**config.mk**
```make
export PLATFORM = sky130hd
export DESIGN_NAME = dmif_top
export DESIGN_NICKNAME = d
export VERILOG_FILES = /design/src/inc/dmif_pkg.sv /design/src/hw/dmif_crc_tail.sv /design/src/hw/dmif_top.sv
export SDC_FILE = /design/constraint.sdc
export NUM_CORES = 1
export LEC_CHECK = 0
export BUFFER_PORTS_ARGS = -buffer_cell sky130_fd_sc_hd__buf_2
export CAP_MARGIN = 10
export CORE_UTILIZATION = 39
export DETAILED_ROUTE_END_ITERATION = 6
export PLACE_DENSITY_LB_ADDON = 0.12
export SYNTH_ARGS = -nofsm -noshare
export SYNTH_HDL_FRONTEND = slang
export SYNTH_HIERARCHICAL = 1
export SYNTH_SLANG_ARGS = --single-unit
```
**constraint.sdc**
```tcl
create_clock -name aclk -period 1.49 [get_ports aclk]
set_input_delay 0.2235 -clock aclk [delete_from_list [all_inputs] [get_ports aclk]]
set_output_delay 0.2235 -clock aclk [all_outputs]
set_load 0.1 [all_outputs]
```
**src/inc/dmif_pkg.sv**
```systemverilog
// constants for the datapath interrupt flag block
// assumes a 32-bit AXI4-Lite register bus, one word per register
package dmif_pkg;
    localparam int          ADDR_W      = 8;
    localparam int          DATA_W      = 32;
    localparam int          REG_W       = 16;
    localparam int          NUM_FLAGS   = 8;
    // register indices; byte address is four times the index
    localparam logic [5:0]  CTRL_IDX    = 6'h02;
    localparam logic [5:0]  FCLR_IDX    = 6'h03;
    localparam logic [15:0] CTRL_RESET  = 16'h0000;
    // flag bit positions
    localparam int          BIT_PHY_TX  = 0;
    localparam int          BIT_BUF_TX  = 1;
    localparam int          BIT_PHY_RX  = 2;
    localparam int          BIT_BUF_RX  = 3;
    localparam int          BIT_CIPHER  = 4;
    localparam int          BIT_CARRIER = 5;
    localparam int          BIT_FRAME   = 6;
    localparam int          BIT_OVR     = 7;
    // enable byte and overrun detection enable
    localparam int          EN_LSB      = 8;
    localparam int          BIT_OVR_EN  = 15;
    // cycles spent moving the crc32 result into buffer memory
    localparam int          CRC_CYCLES  = 2;
    localparam logic [1:0]  RESP_OKAY   = 2'h0;
    localparam logic [1:0]  RESP_SLVERR = 2'h2;
endpackage : dmif_pkg

```
**src/hw/dmif_crc_tail.sv**
```systemverilog
// delays the cipher core completion by the crc write-back cycles
// assumes done is a one-cycle pulse synchronous to aclk
`timescale 1ns/1ns
module dmif_crc_tail (
    input  wire logic aclk,
    input  wire logic aresetn,
    input  wire logic done_in,
    output logic      done_out
);
    localparam int N = dmif_pkg::CRC_CYCLES;

    logic [N-1:0] stage_reg;

    always_ff @(posedge aclk) begin
        if (!aresetn) begin
            stage_reg <= '0;
        end else begin
            stage_reg <= {stage_reg[N-2:0], done_in};
        end
    end

    assign done_out = stage_reg[N-1];
endmodule : dmif_crc_tail

```
**src/hw/dmif_top.sv**
```systemverilog
// datapath interrupt flag and enable register with AXI4-Lite slave
// assumes event inputs are one-cycle pulses synchronous to aclk
//
// Summary of operation
// every reset clears control register to zero
// firmware may read and write register freely
// phy transmit done sets sticky bit 0
// phy receive decode done sets bit 2
// frame moved into buffer sets bit 3
// cipher done plus two crc cycles sets bit 4
// carrier detect sets sticky bit 5
// valid frame detect sets sticky bit 6
// firmware must clear each flag after service
// enable bits 8..15 gate each interrupt
// overrun enabled: set bit 7, flush frame
// event beats same-cycle software clear
`timescale 1ns/1ns
module dmif_top (
    input  wire logic        aclk,
    input  wire logic        aresetn,
    input  wire logic [7:0]  s_axi_awaddr,
    input  wire logic        s_axi_awvalid,
    output logic             s_axi_awready,
    input  wire logic [31:0] s_axi_wdata,
    input  wire logic [3:0]  s_axi_wstrb,
    input  wire logic        s_axi_wvalid,
    output logic             s_axi_wready,
    output logic [1:0]       s_axi_bresp,
    output logic             s_axi_bvalid,
    input  wire logic        s_axi_bready,
    input  wire logic [7:0]  s_axi_araddr,
    input  wire logic        s_axi_arvalid,
    output logic             s_axi_arready,
    output logic [31:0]      s_axi_rdata,
    output logic [1:0]       s_axi_rresp,
    output logic             s_axi_rvalid,
    input  wire logic        s_axi_rready,
    input  wire logic        ev_phy_tx_done,
    input  wire logic        ev_buf_tx_done,
    input  wire logic        ev_phy_rx_done,
    input  wire logic        ev_buf_rx_done,
    input  wire logic        cipher_op_done,
    input  wire logic        ev_carrier_sense,
    input  wire logic        ev_frame_detect,
    input  wire logic        frame_rx_start,
    input  wire logic        fec_data_pending,
    output logic             irq,
    output logic             fec_flush
);
    logic [15:0] ctrl_reg;
    logic [15:0] ctrl_base;
    logic [15:0] ctrl_next;
    logic [7:0]  ev_vec;
    logic        cipher_tail;
    logic        ovr_event;
    logic        awready_reg;
    logic        wready_reg;
    logic        bvalid_reg;
    logic [1:0]  bresp_reg;
    logic        arready_reg;
    logic        rvalid_reg;
    logic [1:0]  rresp_reg;
    logic [31:0] rdata_reg;
    logic        irq_reg;
    logic        fec_flush_reg;
    logic        wr_fire;
    logic        rd_fire;
    logic        wr_ctrl;
    logic        wr_fclr;
    logic [5:0]  wr_idx;
    logic [5:0]  rd_idx;

    dmif_crc_tail u_crc_tail (
        .aclk     (aclk),
        .aresetn  (aresetn),
        .done_in  (cipher_op_done),
        .done_out (cipher_tail)
    );

    // overrun: new frame while fec data still pending
    assign ovr_event = ctrl_reg[dmif_pkg::BIT_OVR_EN] & frame_rx_start
                     & fec_data_pending;

    assign ev_vec[dmif_pkg::BIT_PHY_TX]  = ev_phy_tx_done;
    assign ev_vec[dmif_pkg::BIT_BUF_TX]  = ev_buf_tx_done;
    assign ev_vec[dmif_pkg::BIT_PHY_RX]  = ev_phy_rx_done;
    assign ev_vec[dmif_pkg::BIT_BUF_RX]  = ev_buf_rx_done;
    assign ev_vec[dmif_pkg::BIT_CIPHER]  = cipher_tail;
    assign ev_vec[dmif_pkg::BIT_CARRIER] = ev_carrier_sense;
    assign ev_vec[dmif_pkg::BIT_FRAME]   = ev_frame_detect;
    assign ev_vec[dmif_pkg::BIT_OVR]     = ovr_event;

    // write decode, both channels taken in the same cycle
    assign wr_fire = s_axi_awvalid & s_axi_wvalid & awready_reg & wready_reg;
    assign rd_fire = s_axi_arvalid & arready_reg;
    assign wr_idx  = s_axi_awaddr[7:2];
    assign rd_idx  = s_axi_araddr[7:2];
    assign wr_ctrl = wr_fire & (wr_idx == dmif_pkg::CTRL_IDX);
    assign wr_fclr = wr_fire & (wr_idx == dmif_pkg::FCLR_IDX);

    // software view: plain store or write-one-to-clear alias
    always_comb begin
        ctrl_base = ctrl_reg;
        if (wr_ctrl) begin
            if (s_axi_wstrb[0]) begin
                ctrl_base[7:0] = s_axi_wdata[7:0];
            end
            if (s_axi_wstrb[1]) begin
                ctrl_base[15:8] = s_axi_wdata[15:8];
            end
        end else if (wr_fclr && s_axi_wstrb[0]) begin
            ctrl_base[7:0] = ctrl_reg[7:0] & ~s_axi_wdata[7:0];
        end
    end

    // sticky flags, hardware set wins over software clear
    genvar gi;
    generate
        for (gi = 0; gi < dmif_pkg::NUM_FLAGS; gi++) begin : g_flag
            assign ctrl_next[gi] = ctrl_base[gi] | ev_vec[gi];
        end
    endgenerate
    assign ctrl_next[15:8] = ctrl_base[15:8];

    always_ff @(posedge aclk) begin
        if (!aresetn) begin
            ctrl_reg <= dmif_pkg::CTRL_RESET;
        end else begin
            ctrl_reg <= ctrl_next;
        end
    end

    // interrupt line and flush pulse
    always_ff @(posedge aclk) begin
        if (!aresetn) begin
            irq_reg       <= 1'b0;
            fec_flush_reg <= 1'b0;
        end else begin
            irq_reg       <= |(ctrl_reg[7:0] & ctrl_reg[15:8]);
            fec_flush_reg <= ovr_event;
        end
    end

    // write address, data and response channels
    always_ff @(posedge aclk) begin
        if (!aresetn) begin
            awready_reg <= 1'b0;
            wready_reg  <= 1'b0;
            bvalid_reg  <= 1'b0;
            bresp_reg   <= dmif_pkg::RESP_OKAY;
        end else if (wr_fire) begin
            awready_reg <= 1'b0;
            wready_reg  <= 1'b0;
            bvalid_reg  <= 1'b1;
            bresp_reg   <= (wr_ctrl | wr_fclr) ? dmif_pkg::RESP_OKAY
                                               : dmif_pkg::RESP_SLVERR;
        end else begin
            if (bvalid_reg && s_axi_bready) begin
                bvalid_reg <= 1'b0;
            end
            if (s_axi_awvalid && s_axi_wvalid && !awready_reg && !bvalid_reg) begin
                awready_reg <= 1'b1;
                wready_reg  <= 1'b1;
            end
        end
    end

    // read address and data channels
    always_ff @(posedge aclk) begin
        if (!aresetn) begin
            arready_reg <= 1'b0;
            rvalid_reg  <= 1'b0;
            rresp_reg   <= dmif_pkg::RESP_OKAY;
            rdata_reg   <= 32'h0000_0000;
        end else if (rd_fire) begin
            arready_reg <= 1'b0;
            rvalid_reg  <= 1'b1;
            if (rd_idx == dmif_pkg::CTRL_IDX) begin
                rdata_reg <= {16'h0000, ctrl_reg};
                rresp_reg <= dmif_pkg::RESP_OKAY;
            end else if (rd_idx == dmif_pkg::FCLR_IDX) begin
                rdata_reg <= {24'h00_0000, ctrl_reg[7:0]};
                rresp_reg <= dmif_pkg::RESP_OKAY;
            end else begin
                rdata_reg <= 32'h0000_0000;
                rresp_reg <= dmif_pkg::RESP_SLVERR;
            end
        end else begin
            if (rvalid_reg && s_axi_rready) begin
                rvalid_reg <= 1'b0;
            end
            if (s_axi_arvalid && !arready_reg && !rvalid_reg) begin
                arready_reg <= 1'b1;
            end
        end
    end

    assign s_axi_awready = awready_reg;
    assign s_axi_wready  = wready_reg;
    assign s_axi_bvalid  = bvalid_reg;
    assign s_axi_bresp   = bresp_reg;
    assign s_axi_arready = arready_reg;
    assign s_axi_rvalid  = rvalid_reg;
    assign s_axi_rresp   = rresp_reg;
    assign s_axi_rdata   = rdata_reg;
    assign irq           = irq_reg;
    assign fec_flush     = fec_flush_reg;
endmodule : dmif_top

```
==> impl_metrics.json <==
{
  "outcome": "completed",
  "synth_top_area_share_pct": 43.6,
  "hold_ws_ns": 0.128,
  "num_rows": 25,
  "fin_util_pct": 50.2,
  "max_freq_mhz": 738,
  "grtUsageMet3_pct": 5.42,
  "met2_usage_pct": 27.0,
  "wire_per_inst_um": 13.6,
  "ios": 111,
  "dpl_worst_slack_ns": 0.00914,
  "cp_max_fo": 9,
  "antenna_found_initial": 0,
  "tritoncts": "yes",
  "min_period_over_period_pct": 91.0,
  "synth_edf_count": 0,
  "grt_max_degree": 17,
  "drtIter0Drc": 66,
  "drcViolationCount": 0,
  "synthTopCellsByCount": "dfxtp_1, buf_4, a22o_1",
  "die_w_um": 72.4,
  "cts_setup_buffers": 0,
  "setup_viol": 0,
  "start_util_pct": 40.6,
  "ir_worst_vdd_mv": 0.375,
  "die_height_um": 72.4,
  "synthArstFlopShare_pct": 0,
  "grt_pass1_vias": 1448,
  "clockBufferDepth": 2,
  "syn_to_final_growth_pct": 23.7,
  "synth_area_leader_cell": "dfxtp_1",
  "cellPowerDensity_mw_per_mm2": 995,
  "hold_start": "cipher_op_done",
  "firstDrtPassIters": 4,
  "grt_use_met1_pct": 26.7,
  "final.min_clock_period_ns": 1.36,
  "yosys_warnings": 6,
  "dp.final_hpwl_um": 3420,
  "ys_seq_elements": 42,
  "ant_nets": 0,
  "synthFlopType": "dfxtp_1",
  "worstSetupStartpointType": "register",
  "cts.sinks": 42,
  "netlist_area_mm2": 0.00193,
  "avgViaCountPerCell": 5.00,
  "cts_made_buffers": 5,
  "end_kind": "register",
  "r2r_setup_slack_ns": 0.13,
  "drive_gt1_share_pct": 34.2,
  "maxCapViolCount": 0,
  "path_clk_slew_ns": 0.08,
  "ys_seq_area_share_pct": 43.6,
  "syn_inst": 207,
  "r2r_start": "s_axi_wready",
  "p_leak_nw": 1.05,
  "htreeDepth": 2,
  "grt_pass1_wl_um": 7470,
  "rsz0062_at_grt": "false",
  "layout.nets": 345,
  "worstPathRequired_ns": 1.70,
  "diodes": 0,
  "synthTopCellsByArea": "dfxtp_1, buf_4, a22o_1, a41oi_1, o31a_1",
  "holdPathEnd": "u_crc_tail/stage_reg[0]",
  "r2r_cells": 4,
  "worstReg2RegEnd": "ctrl_reg[11]",
  "skew_ns": 0.0127,
  "ctsRootBufferMaster": "clkbuf_8",
  "layout_setup_ws_ns": 0.135,
  "hold_viol_final": 0,
  "drv_slew": 0,
  "hold_buffers": 0,
  "overflow": 0,
  "portBuffers": 70,
  "core_mm2": 0.00475,
  "yosysMostFrequentCell": "dfxtp_1",
  "fillers": 478,
  "clock_latency_ns": 0.30,
  "worstHoldPathCells": 2,
  "grt_util_all_layers_pct": 18.9,
  "syn_area_per_cell_um2": 9.33,
  "yosys.cell_types.count": 32,
  "routed_wl_um": 4710,
  "vias": 1725,
  "crit_arrival_ns": 1.57,
  "hold_class": "in -> reg",
  "path_class": "reg -> reg",
  "busiest_layer": "met2",
  "gp_congestion": 0.738,
  "cts_resized": 0,
  "die_area_mm2": 0.00524
}
[logic make-up after synthesis]
logic type             count (synthesis)  share of synthesized area, %
AO/OA/AOI/OAI                         59                          23.3
AND/OR/NAND/NOR                       58                          18.9
buffers and inverters                 45                          13.0
flip-flops                            42                          43.6
multiplexers                           2                          1.04
other                                  1                         0.194
[per-stage QoR]
stage               instances  TNS (ns)  area [um2]  total power [mW]
finish                    345         0        2390              2.38
global route              345         0        2390              2.49
CTS                       345         0        2390              2.40
detailed placement        337         0        2300              1.70
global placement          337         0        2300              1.69
floorplan                 224   -0.0202        2020              1.62
[cells in the final DEF (no fill, tap or decap)]
cell,count
clkinv_2,2
and4bb_2,2
clkbuf_8,5
or4_4,1
a41oi_1,8
clkinv_1,1
nand3_1,3
nor3_2,1
and2_1,2
clkbuf_1,1
buf_2,70
a21oi_1,12
nor2_1,5
nor4_1,8
nor3_1,2
nand4_1,8
a31oi_1,2
o31a_1,8
buf_4,11
nand3b_1,1
inv_1,9
a22oi_1,4
nor2b_1,1
nor4_4,1
dfxtp_1,40
a22o_1,16
a211oi_1,1
mux2i_1,2
nand4bb_1,2
nand2_1,11
nand2b_1,10
o31ai_1,8
conb_1,18
dfxtp_4,2
[worst max path at each step]
stage	from	cells after the start	slack (ns)	endpoint
2_1_floorplan	s_axi_wready	5	-0.02	ctrl_reg[6]
3_3_place_gp	s_axi_araddr[7]	5	0.03	s_axi_rdata[13]
3_5_place_dp	s_axi_araddr[7]	5	0.009	s_axi_rdata[12]
6_report	s_axi_wready	4	0.13	ctrl_reg[11]
4_1_cts	s_axi_wready	1	0.13	s_axi_wready
5_1_grt	s_axi_wready	4	0.04	ctrl_reg[11]
[critical path: stages, from the launching register on]
cell and delay [ns]:
dfxtp_4 0.39, and4bb_2 0.39, buf_4 0.22, nand4_1 0.10, a21oi_1 0.17
[routing by layer]
layer | vias up | share of wire (%)
li1 | 877 | -
met1 | 783 | 48
met2 | 59 | 46
met3 | 6 | 4.8
met4 | 0 | 1.4
met5 | - | 0
[report_power, final]
group	internal [mW]	switching, mW	total (mW)	leakage, nW
clock	0.325	0.381	0.706	0.0450
sequential	1.15	0.0250	1.17	0.343
combinational	0.105	0.393	0.498	0.663
[area by class of cell]
type                       instances  area, um2  area share (%)
multi-input combinational        137        902            37.8
sequential                        42        848            35.5
timing repair buffer              81        433            18.1
tap                               67       83.8            3.51
clock buffer                       6       72.6            3.04
inverter                          10       37.5            1.57
clock inverter                     2       10.0           0.419
No activity file was read; power rests on OpenSTA's default activity.
